**src/pc_stack_pkg.sv**
```systemverilog
package pc_stack_pkg;

    localparam int PC_W = 15;
    localparam int STACK_DEPTH = 16;
    localparam int REL_OFFSET_W = 9;

    // Register bus map (index = byte address of the plain port)
    localparam logic [6:0] REG_IND_PORT0 = 7'h00;
    localparam logic [6:0] REG_IND_PORT1 = 7'h01;
    localparam logic [6:0] REG_PC_LOW_BYTE = 7'h02;
    localparam logic [6:0] REG_PTR0_LOW = 7'h04;
    localparam logic [6:0] REG_PTR0_HIGH = 7'h05;
    localparam logic [6:0] REG_PC_HIGH_LATCH = 7'h0a;
    localparam logic [6:0] REG_STACK_POINTER = 7'h0d;
    localparam logic [6:0] REG_TOP_LOW = 7'h0e;
    localparam logic [6:0] REG_TOP_HIGH = 7'h0f;
    localparam logic [6:0] REG_POWER_STATUS = 7'h10;
    localparam logic [6:0] PTR_STRIDE = 7'h02;

    // Reset values, stack limits and interrupt vector
    localparam logic [14:0] PC_RESET = 15'h0000;
    localparam logic [6:0] LATCH_RESET = 7'h00;
    localparam logic [4:0] SP_RESET = 5'h1f;
    localparam logic [4:0] SP_TOP = 5'h0f;
    localparam logic [4:0] SP_WRAP = 5'h00;
    localparam logic [15:0] PTR_RESET = 16'h0000;
    localparam logic [1:0] STATUS_RESET = 2'h0;
    localparam logic [14:0] INT_VECTOR = 15'h0004;

    // Power status fields
    localparam int STATUS_OVF_BIT = 1;
    localparam int STATUS_UNF_BIT = 0;

    // Indirect address map
    localparam int PROG_BIT = 15;
    localparam logic [15:0] LINEAR_BASE = 16'h2000;
    localparam logic [15:0] LINEAR_LAST = 16'h2fef;
    localparam logic [11:0] RAM_BLOCK_BYTES = 12'h050;
    localparam logic [6:0] RAM_BLOCK_START = 7'h20;
    localparam logic [11:0] LINEAR_IMPL_BYTES = 12'h190;
    localparam logic [6:0] IND_PORT0_LOW = 7'h00;
    localparam logic [6:0] IND_PORT1_LOW = 7'h01;

    typedef enum logic [3:0] {
        OP_IDLE,
        OP_STEP,
        OP_CALL,
        OP_CALL_VIA_ACC,
        OP_BRANCH_BY_ACC,
        OP_BRANCH_REL,
        OP_RETURN,
        OP_RETURN_LITERAL,
        OP_RETURN_INTERRUPT,
        OP_IRQ_VECTOR
    } exec_op_t;

    typedef struct packed {
        exec_op_t op;
        logic [10:0] operand;
        logic [7:0] accum;
    } exec_t;

    typedef struct packed {
        logic wr;
        logic rd;
        logic [6:0] addr;
        logic [7:0] wdata;
    } bus_req_t;

    typedef enum logic [1:0] {
        REGION_BANKED,
        REGION_VOID,
        REGION_PROG,
        REGION_SELF
    } region_t;

    typedef struct packed {
        region_t region;
        logic [12:0] daddr;
        logic [14:0] paddr;
    } ind_target_t;

    typedef struct packed {
        logic we;
        logic [12:0] addr;
        logic [7:0] data;
    } dmem_wr_t;

endpackage

```
**src/pc_stack_core.sv**
```systemverilog
`timescale 1ns/1ns
// Function
// - Writing the PC low byte loads all 15 PC bits, top from the latch.
// - Call loads low 11 bits from operand, bits 14:11 from latch bits 6:3.
// - Accumulator call loads low byte from accumulator, high part from latch.
// - Branch by accumulator sets PC to PC plus one plus unsigned accumulator.
// - Relative branch sets PC to PC plus one plus the signed low 9 bits of the operand.
// - Return stack has sixteen 15-bit entries, separate from both memories.
// - Calls and interrupts push, returns pop; the high latch stays untouched.
// - With fault reset disabled the stack wraps; push 17 overwrites entry one.
// - Overflow and underflow flags set whether or not fault reset is enabled.
// - Five-bit stack pointer; software selects entries and accesses them via top registers.
// - Push increments pointer then writes; return reads then decrements.
// - With fault reset enabled an overflow or underflow resets, flags still set.
// - Indirect ports have no storage; they reach the pointer's target address.
// - Pointer at an indirect port: read gives zero, write is dropped.
// - Each pointer joins high and low bytes into a 16-bit address.
// - Addresses 0x0000 to 0x1FFF map straight onto banked data addresses.
// - Addresses 0x2000 to 0x2FEF map onto each bank's 80-byte RAM in turn.
// - Linear addresses without implemented RAM read as zero.
// - Common memory never appears inside the linear region.
// - Pointer MSB set addresses program memory; reads give the low byte.
// - Indirect writes into program memory are dropped.
// - Indirect program memory access costs one extra instruction cycle.
// - Every reset source clears the whole program counter.
module pc_stack_core (
    input wire logic core_clk_i,
    input wire logic reset_n_i,
    input wire logic stack_fault_reset_enable_i,
    input wire pc_stack_pkg::exec_t exec_i,
    input wire pc_stack_pkg::bus_req_t bus_i,
    input wire logic [1:0][7:0] dmem_rdata_i,
    input wire logic [1:0][13:0] pmem_rdata_i,
    output logic [7:0] bus_rdata_o,
    output logic [14:0] pc_o,
    output wire logic [1:0][12:0] dmem_raddr_o,
    output wire logic [1:0][14:0] pmem_raddr_o,
    output pc_stack_pkg::dmem_wr_t dmem_wr_o,
    output logic ind_stall_o,
    output logic fault_reset_o
);

    logic [14:0] pc_ff;
    logic [14:0] nxt_pc;
    logic [6:0] latch_ff;
    logic [4:0] sp_ff;
    logic [4:0] nxt_sp;
    logic [1:0] status_ff;
    logic [1:0] nxt_status;
    logic [7:0] rdata_ff;
    logic [7:0] nxt_rdata;
    pc_stack_pkg::dmem_wr_t dwr_ff;
    pc_stack_pkg::dmem_wr_t nxt_dwr;
    logic stall_ff;
    logic fault_ff;
    logic [15:0] ptr_ff [2];
    pc_stack_pkg::ind_target_t target_ff [2];

    pc_stack_pkg::exec_op_t op;
    logic push;
    logic pop;
    logic overflow;
    logic underflow;
    logic fault;
    logic [14:0] push_value;
    logic [14:0] stack_rdata;
    logic [14:0] stack_wdata;
    logic [3:0] stack_waddr;
    logic stack_we;
    logic pc_low_write;
    logic latch_write;
    logic sp_write;
    logic top_low_write;
    logic top_high_write;
    logic status_write;
    logic [1:0] ind_rd;
    logic [1:0] ind_wr;
    logic [1:0] ind_prog;
    logic [1:0][7:0] ind_value;

    function automatic pc_stack_pkg::ind_target_t translate(input logic [15:0] a);
        pc_stack_pkg::ind_target_t t;
        logic [11:0] off;
        logic [5:0] bank;
        logic [6:0] idx;
        t.region = pc_stack_pkg::REGION_VOID;
        t.daddr = a[12:0];
        t.paddr = a[14:0];
        off = 12'(a - pc_stack_pkg::LINEAR_BASE);
        bank = 6'(off / pc_stack_pkg::RAM_BLOCK_BYTES);
        idx = 7'(off % pc_stack_pkg::RAM_BLOCK_BYTES);
        if (a[pc_stack_pkg::PROG_BIT]) begin
            t.region = pc_stack_pkg::REGION_PROG;
        end else if (a < pc_stack_pkg::LINEAR_BASE) begin
            // Port addresses repeat in every bank
            if (a[6:0] == pc_stack_pkg::IND_PORT0_LOW || a[6:0] == pc_stack_pkg::IND_PORT1_LOW) begin
                t.region = pc_stack_pkg::REGION_SELF;
            end else begin
                t.region = pc_stack_pkg::REGION_BANKED;
            end
        end else if (a <= pc_stack_pkg::LINEAR_LAST && off < pc_stack_pkg::LINEAR_IMPL_BYTES) begin
            // Block stays inside 0x20..0x6F of a bank, so common RAM is skipped
            t.region = pc_stack_pkg::REGION_BANKED;
            t.daddr = {bank, 7'(pc_stack_pkg::RAM_BLOCK_START + idx)};
        end
        return t;
    endfunction

    assign op = exec_i.op;
    assign push = op inside {pc_stack_pkg::OP_CALL, pc_stack_pkg::OP_CALL_VIA_ACC,
                             pc_stack_pkg::OP_IRQ_VECTOR};
    assign pop = op inside {pc_stack_pkg::OP_RETURN, pc_stack_pkg::OP_RETURN_LITERAL,
                            pc_stack_pkg::OP_RETURN_INTERRUPT};
    assign overflow = push && sp_ff == pc_stack_pkg::SP_TOP;
    assign underflow = pop && sp_ff == pc_stack_pkg::SP_RESET;
    assign fault = stack_fault_reset_enable_i && (overflow || underflow);
    // Vectoring replaces the instruction at pc_ff, so that one is resumed
    assign push_value = (op == pc_stack_pkg::OP_IRQ_VECTOR) ? pc_ff : pc_ff + 15'h0001;

    assign pc_low_write = bus_i.wr && bus_i.addr == pc_stack_pkg::REG_PC_LOW_BYTE;
    assign latch_write = bus_i.wr && bus_i.addr == pc_stack_pkg::REG_PC_HIGH_LATCH;
    assign sp_write = bus_i.wr && bus_i.addr == pc_stack_pkg::REG_STACK_POINTER;
    assign top_low_write = bus_i.wr && bus_i.addr == pc_stack_pkg::REG_TOP_LOW;
    assign top_high_write = bus_i.wr && bus_i.addr == pc_stack_pkg::REG_TOP_HIGH;
    assign status_write = bus_i.wr && bus_i.addr == pc_stack_pkg::REG_POWER_STATUS;

    return_stack_mem u_stack (
        .core_clk_i(core_clk_i),
        .write_en_i(stack_we),
        .write_addr_i(stack_waddr),
        .write_data_i(stack_wdata),
        .read_addr_i(sp_ff[3:0]),
        .read_data_o(stack_rdata)
    );

    // Per pointer: byte writes, address translation, indirect port value
    for (genvar n = 0; n < 2; n++) begin : g_ptr
        logic [15:0] nxt_ptr;
        logic low_wr;
        logic high_wr;

        assign low_wr = bus_i.wr && bus_i.addr == 7'(pc_stack_pkg::REG_PTR0_LOW
            + 7'(n) * pc_stack_pkg::PTR_STRIDE);
        assign high_wr = bus_i.wr && bus_i.addr == 7'(pc_stack_pkg::REG_PTR0_HIGH
            + 7'(n) * pc_stack_pkg::PTR_STRIDE);
        assign ind_rd[n] = bus_i.rd && bus_i.addr == 7'(pc_stack_pkg::REG_IND_PORT0 + 7'(n));
        assign ind_wr[n] = bus_i.wr && bus_i.addr == 7'(pc_stack_pkg::REG_IND_PORT0 + 7'(n));
        assign ind_prog[n] = target_ff[n].region == pc_stack_pkg::REGION_PROG;
        assign dmem_raddr_o[n] = target_ff[n].daddr;
        assign pmem_raddr_o[n] = target_ff[n].paddr;

        always_comb begin
            nxt_ptr = ptr_ff[n];
            if (low_wr) begin
                nxt_ptr[7:0] = bus_i.wdata;
            end
            if (high_wr) begin
                nxt_ptr[15:8] = bus_i.wdata;
            end
        end

        // Translating the next value keeps the target aligned with the pointer
        always_ff @(posedge core_clk_i or negedge reset_n_i) begin
            if (!reset_n_i) begin
                ptr_ff[n] <= pc_stack_pkg::PTR_RESET;
                target_ff[n] <= '{pc_stack_pkg::REGION_BANKED, 13'h0000, 15'h0000};
            end else begin
                ptr_ff[n] <= nxt_ptr;
                target_ff[n] <= translate(nxt_ptr);
            end
        end

        always_comb begin
            unique case (target_ff[n].region)
                pc_stack_pkg::REGION_BANKED: ind_value[n] = dmem_rdata_i[n];
                pc_stack_pkg::REGION_PROG: ind_value[n] = pmem_rdata_i[n][7:0];
                pc_stack_pkg::REGION_SELF: ind_value[n] = 8'h00;
                pc_stack_pkg::REGION_VOID: ind_value[n] = 8'h00;
            endcase
        end
    end

    always_comb begin
        nxt_pc = pc_ff;
        if (fault) begin
            nxt_pc = pc_stack_pkg::PC_RESET;
        end else if (pc_low_write) begin
            nxt_pc = {latch_ff, bus_i.wdata};
        end else begin
            unique case (op)
                pc_stack_pkg::OP_IDLE: nxt_pc = pc_ff;
                pc_stack_pkg::OP_STEP: nxt_pc = pc_ff + 15'h0001;
                pc_stack_pkg::OP_CALL: nxt_pc = {latch_ff[6:3], exec_i.operand};
                pc_stack_pkg::OP_CALL_VIA_ACC: nxt_pc = {latch_ff, exec_i.accum};
                pc_stack_pkg::OP_BRANCH_BY_ACC: begin
                    nxt_pc = pc_ff + 15'h0001 + {7'h00, exec_i.accum};
                end
                pc_stack_pkg::OP_BRANCH_REL: begin
                    // Wraps freely across 256-word blocks
                    nxt_pc = pc_ff + 15'h0001 + {{(pc_stack_pkg::PC_W - pc_stack_pkg::REL_OFFSET_W)
                        {exec_i.operand[pc_stack_pkg::REL_OFFSET_W - 1]}},
                        exec_i.operand[pc_stack_pkg::REL_OFFSET_W - 1:0]};
                end
                pc_stack_pkg::OP_RETURN,
                pc_stack_pkg::OP_RETURN_LITERAL,
                pc_stack_pkg::OP_RETURN_INTERRUPT: nxt_pc = stack_rdata;
                pc_stack_pkg::OP_IRQ_VECTOR: nxt_pc = pc_stack_pkg::INT_VECTOR;
                default: nxt_pc = pc_ff;
            endcase
        end
    end

    always_comb begin
        nxt_sp = sp_ff;
        if (fault) begin
            nxt_sp = pc_stack_pkg::SP_RESET;
        end else if (push) begin
            nxt_sp = overflow ? pc_stack_pkg::SP_WRAP : sp_ff + 5'h01;
        end else if (pop) begin
            nxt_sp = underflow ? pc_stack_pkg::SP_TOP : sp_ff - 5'h01;
        end else if (sp_write) begin
            nxt_sp = bus_i.wdata[4:0];
        end
    end

    always_comb begin
        stack_we = 1'b0;
        stack_waddr = sp_ff[3:0];
        stack_wdata = stack_rdata;
        if (push && !fault) begin
            stack_we = 1'b1;
            stack_waddr = nxt_sp[3:0];
            stack_wdata = push_value;
        end else if (!push && !pop && (top_low_write || top_high_write)) begin
            // Core stack traffic wins over a software edit in the same cycle
            stack_we = 1'b1;
            if (top_low_write) begin
                stack_wdata[7:0] = bus_i.wdata;
            end
            if (top_high_write) begin
                stack_wdata[14:8] = bus_i.wdata[6:0];
            end
        end
    end

    // Flags survive the stack fault reset; set wins over a software clear
    always_comb begin
        nxt_status = status_ff;
        if (status_write) begin
            nxt_status = status_ff & bus_i.wdata[1:0];
        end
        if (overflow) begin
            nxt_status[pc_stack_pkg::STATUS_OVF_BIT] = 1'b1;
        end
        if (underflow) begin
            nxt_status[pc_stack_pkg::STATUS_UNF_BIT] = 1'b1;
        end
    end

    always_comb begin
        nxt_rdata = 8'h00;
        if (bus_i.rd) begin
            unique case (bus_i.addr)
                pc_stack_pkg::REG_IND_PORT0: nxt_rdata = ind_value[0];
                7'(pc_stack_pkg::REG_IND_PORT0 + 7'h01): nxt_rdata = ind_value[1];
                pc_stack_pkg::REG_PC_LOW_BYTE: nxt_rdata = pc_ff[7:0];
                pc_stack_pkg::REG_PTR0_LOW: nxt_rdata = ptr_ff[0][7:0];
                pc_stack_pkg::REG_PTR0_HIGH: nxt_rdata = ptr_ff[0][15:8];
                7'(pc_stack_pkg::REG_PTR0_LOW + pc_stack_pkg::PTR_STRIDE): nxt_rdata = ptr_ff[1][7:0];
                7'(pc_stack_pkg::REG_PTR0_HIGH + pc_stack_pkg::PTR_STRIDE): begin
                    nxt_rdata = ptr_ff[1][15:8];
                end
                pc_stack_pkg::REG_PC_HIGH_LATCH: nxt_rdata = {1'b0, latch_ff};
                pc_stack_pkg::REG_STACK_POINTER: nxt_rdata = {3'h0, sp_ff};
                pc_stack_pkg::REG_TOP_LOW: nxt_rdata = stack_rdata[7:0];
                pc_stack_pkg::REG_TOP_HIGH: nxt_rdata = {1'b0, stack_rdata[14:8]};
                pc_stack_pkg::REG_POWER_STATUS: nxt_rdata = {6'h00, status_ff};
                default: nxt_rdata = 8'h00;
            endcase
        end
    end

    always_comb begin
        nxt_dwr = '0;
        for (int n = 0; n < 2; n++) begin
            // Only banked targets are written; port, void and program ones drop
            if (ind_wr[n] && target_ff[n].region == pc_stack_pkg::REGION_BANKED) begin
                nxt_dwr.we = 1'b1;
                nxt_dwr.addr = target_ff[n].daddr;
                nxt_dwr.data = bus_i.wdata;
            end
        end
    end

    always_ff @(posedge core_clk_i or negedge reset_n_i) begin
        if (!reset_n_i) begin
            pc_ff <= pc_stack_pkg::PC_RESET;
        end else begin
            pc_ff <= nxt_pc;
        end
    end

    always_ff @(posedge core_clk_i or negedge reset_n_i) begin
        if (!reset_n_i) begin
            latch_ff <= pc_stack_pkg::LATCH_RESET;
        end else if (latch_write) begin
            latch_ff <= bus_i.wdata[6:0];
        end
    end

    always_ff @(posedge core_clk_i or negedge reset_n_i) begin
        if (!reset_n_i) begin
            sp_ff <= pc_stack_pkg::SP_RESET;
            status_ff <= pc_stack_pkg::STATUS_RESET;
            fault_ff <= 1'b0;
        end else begin
            sp_ff <= nxt_sp;
            status_ff <= nxt_status;
            fault_ff <= fault;
        end
    end

    always_ff @(posedge core_clk_i or negedge reset_n_i) begin
        if (!reset_n_i) begin
            rdata_ff <= 8'h00;
            dwr_ff <= '0;
            stall_ff <= 1'b0;
        end else begin
            rdata_ff <= nxt_rdata;
            dwr_ff <= nxt_dwr;
            stall_ff <= |((ind_rd | ind_wr) & ind_prog);
        end
    end

    assign bus_rdata_o = rdata_ff;
    assign pc_o = pc_ff;
    assign dmem_wr_o = dwr_ff;
    assign ind_stall_o = stall_ff;
    assign fault_reset_o = fault_ff;
endmodule

```
**src/return_stack_mem.sv**
```systemverilog
`timescale 1ns/1ns
module return_stack_mem (
    input wire logic core_clk_i,
    input wire logic write_en_i,
    input wire logic [3:0] write_addr_i,
    input wire logic [14:0] write_data_i,
    input wire logic [3:0] read_addr_i,
    output logic [14:0] read_data_o
);

    // Held apart from both memories; contents are not reset
    logic [14:0] entry_mem [pc_stack_pkg::STACK_DEPTH];

    always_ff @(posedge core_clk_i) begin
        if (write_en_i) begin
            entry_mem[write_addr_i] <= write_data_i;
        end
    end

    assign read_data_o = entry_mem[read_addr_i];

endmodule

```
**config.mk**
```make
export PLATFORM = sky130hd
export DESIGN_NAME = pc_stack_core
export DESIGN_NICKNAME = d
export VERILOG_FILES = /design/src/pc_stack_pkg.sv /design/src/pc_stack_core.sv /design/src/return_stack_mem.sv
export SDC_FILE = /design/constraint.sdc
export NUM_CORES = 1
export LEC_CHECK = 0
export BUFFER_PORTS_ARGS = -buffer_cell sky130_fd_sc_hd__buf_2
export CAP_MARGIN = 5
export CORE_UTILIZATION = 30
export CTS_BUF_LIST = sky130_fd_sc_hd__clkbuf_8
export DETAILED_ROUTE_END_ITERATION = 16
export PLACE_DENSITY_LB_ADDON = 0.1
export SLEW_MARGIN = 10
export SYNTH_ARGS = -nofsm -noshare
export SYNTH_HDL_FRONTEND = slang
export SYNTH_SLANG_ARGS = --single-unit
```
**constraint.sdc**
```tcl
create_clock -name core_clk_i -period 5 [get_ports core_clk_i]
set_input_delay 0.25 -clock core_clk_i [delete_from_list [all_inputs] [get_ports core_clk_i]]
set_output_delay 0.25 -clock core_clk_i [all_outputs]
set_load 0.02 [all_outputs]
```
-- Word level (Yosys, flattened, before mapping)
Memory sizes are Yosys's and may differ from the RTL's.
Cells that the tools add are included.
- memories: 1
- bits of input ports: 87
- logic and storage cells: 163
- register bits after elaboration: 153
- output and inout bits: 103
- memory bits (writable): 240
- memory list (memory ; words ; width ; read ports ; clocked after memory_dff ; wr ports ; RTL line ; text):
    u_stack.entry_mem ; 16 ; 15 ; 1 ; 0 ; 1 ; return_stack_mem.sv:12 ; logic [14:0] entry_mem [pc_stack_pkg::STACK_DEPTH];
- bitwise operators: 3
- divide/modulo/power cells: 4
- multiplexer cells: 44
- equal/unequal tests: 30
- reduce and logical (&&, ||, !) cells: 46
- $lt $le $gt $ge: 6
- add/subtract/negate cells: 9
- operators with widths (cell ; number):
    $pmux W15 S7 ; 1
    $pmux W8 S12 ; 1
    $mux W15 ; 5
    $mux W13 ; 4
    $mux W8 ; 6
    $pmux W8 S3 ; 2
    $mux W22 ; 2
    $le A16 B14 Y1 const B ; 2
    $lt A16 B14 Y1 const B ; 2
    $mux W5 ; 6
    $eq A7 B3 Y1 const B ; 4
    $eq A7 B4 Y1 const B ; 4
    $mux W14 ; 2
    $div A12 B7 Y12 const B ; 2
    $logic_and A1 B1 Y1 ; 24
    $lt A12 B9 Y1 const B ; 2
    $mod A12 B7 Y12 const B ; 2
    $sub A12 B1 Y12 const B ; 2
    $eq A7 B1 Y1 const B ; 3
    $logic_not A7 Y1 ; 3
    $eq A4 B3 Y1 const B ; 4
    $add A15 B1 Y15 const B ; 1
    $add A15 B15 Y15 ; 1
    $add A15 B8 Y15 ; 1
    other kinds (27) ; 56

-- Longest topological paths before layout
- depth in word-level cells: 10
- mapped depth: 17
- depth with buffers taken out: 15

-- By module
Synthesis repeated with hierarchy kept, for this count alone.
- cell total of the unflattened synthesis: 1538
- area total of the unflattened synthesis: 18956.9 sq um
- by module, submodules not included (module ; cells an instance ; instances ; sequential area each (sq um) ; area each (sq um)):
    pc_stack_core ; 1147 ; 1 ; 2934.1 ; 9810.7
    return_stack_mem ; 391 ; 1 ; 7206.9 ; 9146.3

-- Worst setup path before layout
No wires, ideal clock.
- path type: input to register
- start point: in exec_i[19] in the netlist's numbering
- end point: reg pc_ff[14], in the netlist pc_o[14]
- data required time: 4.874 ns
- library setup time: 0.126 ns
- path buffers: 3
- stages: 17
- path slack: 0.985 ns
- data arrival time: 3.889 ns
- path through: clkbuf_1 -> buf_1 -> and3_1 -> clkbuf_1 -> mux2_2 -> ha_1 -> inv_1 -> fa_1 -> nor2b_1 -> o21ai_0 -> a21boi_0 -> o21ai_0 -> a2111o_1 -> a31oi_1 -> a31oi_1 -> xnor2_1 -> a221o_1
- cells in the longest elaborated chain, start to end: 6
- elaborated cells between the ends (all ways): 20
- those cells by class: 9 x eq/ne; 3 x mux; 8 x reduce/logical
- ends and longest elaborated chain (item ; RTL line ; text):
    start: declaration ; pc_stack_core.sv:30 ; input wire pc_stack_pkg::exec_t exec_i,
    branches (longest 6 deep; another with $pmux W15 S7) ; -- ;
    end signal: assignment ; pc_stack_core.sv:297 ; pc_ff <= pc_stack_pkg::PC_RESET;
    end signal: assignment ; pc_stack_core.sv:299 ; pc_ff <= nxt_pc;
    end: declaration ; pc_stack_core.sv:43 ; logic [14:0] pc_ff;
Parallel ways; which one is timed is not known.
A chain may end at the register's enable or synchronous reset.

-- Final worst setup path
- start point: reg sp_ff[1]
- end point: mem u_stack.entry_mem[1][13], enable pin
- cells in the longest elaborated chain, start to end: 9
- elaborated cells between the ends (all ways): 20
- those cells by class: 2 x add/sub; 2 x eq/ne; 10 x mux; 6 x reduce/logical
- ends and longest elaborated chain (item ; RTL line ; text):
    start: declaration ; pc_stack_core.sv:46 ; logic [4:0] sp_ff;
    start signal: assignment ; pc_stack_core.sv:313 ; sp_ff <= pc_stack_pkg::SP_RESET;
    start signal: assignment ; pc_stack_core.sv:317 ; sp_ff <= nxt_sp;
    branches (longest 9 deep; another with $sub A5 B1 Y5) ; -- ;
    end: declaration ; return_stack_mem.sv:12 ;
Parallel ways; which one is timed is not known. The select of a mux whose other input is x is not followed.

==> results_dict.tcl <==
set metrics [dict create \
    hold_ws_ns 0.0584 \
    yosysMostFrequentCell "edfxtp_1" \
    drive_gt1_share_pct 26.2 \
    fin_crit_ns 3.82 \
    dp.cells 2487 \
    cts-root-buf "clkbuf_8" \
    wl_per_cell_um 24.3 \
    drt_iter0_drc 871 \
    setup_violations 0 \
    final_core_util_pct 35.2 \
    final_hold_viol_count 0 \
    track_usage_pct 19.7 \
    wirelength_um 63400 \
    synth_edf_count 240 \
    drc 0 \
    path_clk_slew_ns 0.06 \
    cp_data_required_time_ns 5.28 \
    grtUsageMet3_pct 3.06 \
    seqCellArea_sq_mm 0.0101 \
    dp_hpwl_um 43700 \
    num_vias 13795 \
    nets 1829 \
    ioPinCount 190 \
    syn-num-nets 1679 \
    dpl_worst_slack_ns 0.913 \
    ys_top_cells_by_count "edfxtp_1 (240), mux2i_1 (117), dfrtp_1 (112)" \
    drv_slew 0 \
    initial_core_util_pct 30.5 \
    ys_seq_area_share_pct 53.6 \
    cp.arrival_ns 4.11 \
    postSynthAreaPerCell_sq_um 12.0 \
    slew-limit-headroom_pct 19.9 \
    drv_cap 0 \
    grt_max_degree 105 \
    synth_area_leaders "edfxtp_1 (38%), dfrtp_1 (15%), mux2i_1 (6.2%)" \
    clock_sinks 357 \
    cts_buffers 69 \
    ys_seq_elements 357 \
    use_met2_pct 31.3 \
    cp-start-kind "register" \
    grt_busiest_layer "met2" \
    finClkSkew_ns 0.0642 \
    synthCells 1574 \
    rsz0062_at_grt "false" \
    yosysTopAreaCell "edfxtp_1" \
    synth_ff_type "edfxtp_1" \
    use_met1_pct 27.3 \
    die_area_sq_mm 0.0640 \
    overflow 0 \
    die_width_um 253 \
    placementRows 91 \
    powerDensity_mw_per_mm2 494 \
    path_class "register to register" \
    max_clock_freq_ghz 0.262 \
    first_pass_iters 5 \
    clk_latency_ns 0.66 \
    fin_ws_ns 1.18 \
    io_buffers 177 \
    ir_drop_uv 223 \
    grt_pass1_vias 13808 \
    die_y_um 253 \
    grt_pass1_wl_um 92700 \
    cts_tree "yes" \
    coreArea_sq_mm 0.0619 \
    antenna_found_initial 8 \
    drtAntennaViolNets 0 \
    vias_per_cell 5.29 \
    fin_tns_setup_ns 0 \
    nFillCells 6267 \
    synth_cell_types 105 \
    end_kind "register" \
    synthDominantCellAreaShare_pct 38.1 \
    synth_area_sq_mm 0.0189 \
    hold_path_class "input port to register" \
    cts_setup_buffers 0 \
    critPathMaxFanout 18 \
    async_reset_ff_share_pct 32.8 \
    clockBufferDepth 3 \
    gp_congestion 0.867 \
    min_period_over_period_pct 76.5 \
    tightest_slew_ns 1.20 \
    area_growth_pct 15.3 \
    leakagePower_nw 8.57 \
    cts-htree-levels 3 \
    multi_input_area_sq_mm 0.00780 \
    instances_no_fill 2609 \
    outcome "completed" \
    yosys_warnings 0 \
]
==> worst max-delay path: stages (launching register included) <==
cell,delay (ns)
dfstp_2,0.87
ha_1,0.39
nand3_1,0.17
nor3_1,0.28
o21ai_1,0.13
nand2_1,0.43
nand3_1,0.13
o21ai_0,0.11
nand2_1,0.25
nor2_2,0.35
buf_4,0.35
==> final timing paths <==
kind	slack, ns	depth (start not counted)	endpoint	start
hold reg to reg	0.48	1	dmem_wr_o[15]$_DFF_PN0_	dmem_raddr_o[20]$_DFF_PN0_
setup reg to reg	1.18	10	u_stack.entry_mem[1][13]$_DFFE_PP_	sp_ff[1]$_DFF_PN1_
min in group asynchronous	0.30	2	pmem_raddr_o[3]$_DFF_PN0_	reset_n_i
setup / recovery	1.18	10	u_stack.entry_mem[1][13]$_DFFE_PP_	sp_ff[1]$_DFF_PN1_
hold / removal	0.06	2	dmem_wr_o[2]$_DFF_PN0_	bus_i[2]
max in group asynchronous	3.47	3	dmem_raddr_o[18]$_DFF_PN0_	reset_n_i
==> cells by family (layout without fill, tap and decap cells) <==
group	after synthesis	after routing	share of synthesized area [%]
AO/OA/AOI/OAI	395	395	14.7
AND/OR/NAND/NOR	369	369	10.0
flip-flops	357	357	53.6
buffers and inverters	199	394	5.43
multiplexers	188	188	12.7
XOR/XNOR	47	47	2.18
adder cells (fa/ha/maj)	19	19	1.29
other	0	3	0
==> stage by stage <==
stage               area (sq um)  power [W]
global placement           20500    0.00807
finish                     21800     0.0108
floorplan                  18900    0.00649
CTS                        21800     0.0109
global route               21800     0.0113
detailed placement         20500    0.00810
==> report_power, final <==
part | total [W] | switching [W] | leakage [nW] | internal, W
Sequential | 0.00423 | 0.000325 | 3.70 | 0.00391
Clock | 0.00272 | 0.00131 | 0.713 | 0.00142
Combinational | 0.00381 | 0.00256 | 4.16 | 0.00125
==> metal layers <==
layer | part of all wire, % | routed length (um)
met5 | 0 | 0
met4 | 2.4 | 1550
met3 | 4.9 | 3100
met1 | 46 | 29300
met2 | 46 | 29400
==> sequential cells by signal (all words and copies together) (netlist names) <==
signal / count
ind_stall_o: 1
pmem_raddr_o: 28
fault_reset_o: 1
target_ff: 4
dmem_wr_o: 22
latch_ff: 7
status_ff: 2
u_stack.entry_mem: 240
sp_ff: 5
bus_rdata_o: 8
dmem_raddr_o: 20
pc_o: 15
ptr_ff: 4
==> final cells by class <==
cell class	instances	area share (%)
clock buffer	73	4.61
antenna	3	0.0344
multi-input combinational	1018	35.8
timing repair buffer	241	6.37
sequential	357	46.5
clock inverter	43	1.21
tap	837	4.81
inverter	37	0.637
==> cell usage in the layout (no fill, tap or decap), types with 7 or more instances in the layout <==
cell and n:
and2_1 20, xor2_1 17, nor2_1 87, edfxtp_1 240, ha_1 17, o21ai_1 7, buf_2 176, xnor2_1 30
nor3_1 24, o21a_1 7, nor2_2 16, dfrtp_1 112, mux4_2 37, mux2_2 30, or2_2 8, nor4_1 7
a211oi_1 8, a21oi_1 58, a221o_1 10, nand4_1 10, mux2i_1 117, clkinv_2 11, a22oi_1 27, and3_1 11
clkbuf_8 73, nor2b_1 10, o31ai_1 17, o22ai_1 7, nand2_1 102, a31oi_1 19, nand3_1 23, a22o_1 17
o21ai_0 85, buf_4 61, o211ai_1 11, a221oi_1 52, clkinv_1 10, inv_1 47
==> repair_timing <==
item	in CTS	in global routing
gates resized for setup	0	0
hold endpoints to repair	72	0
hold buffers	3	0
(Power assumes the default switching activity.)
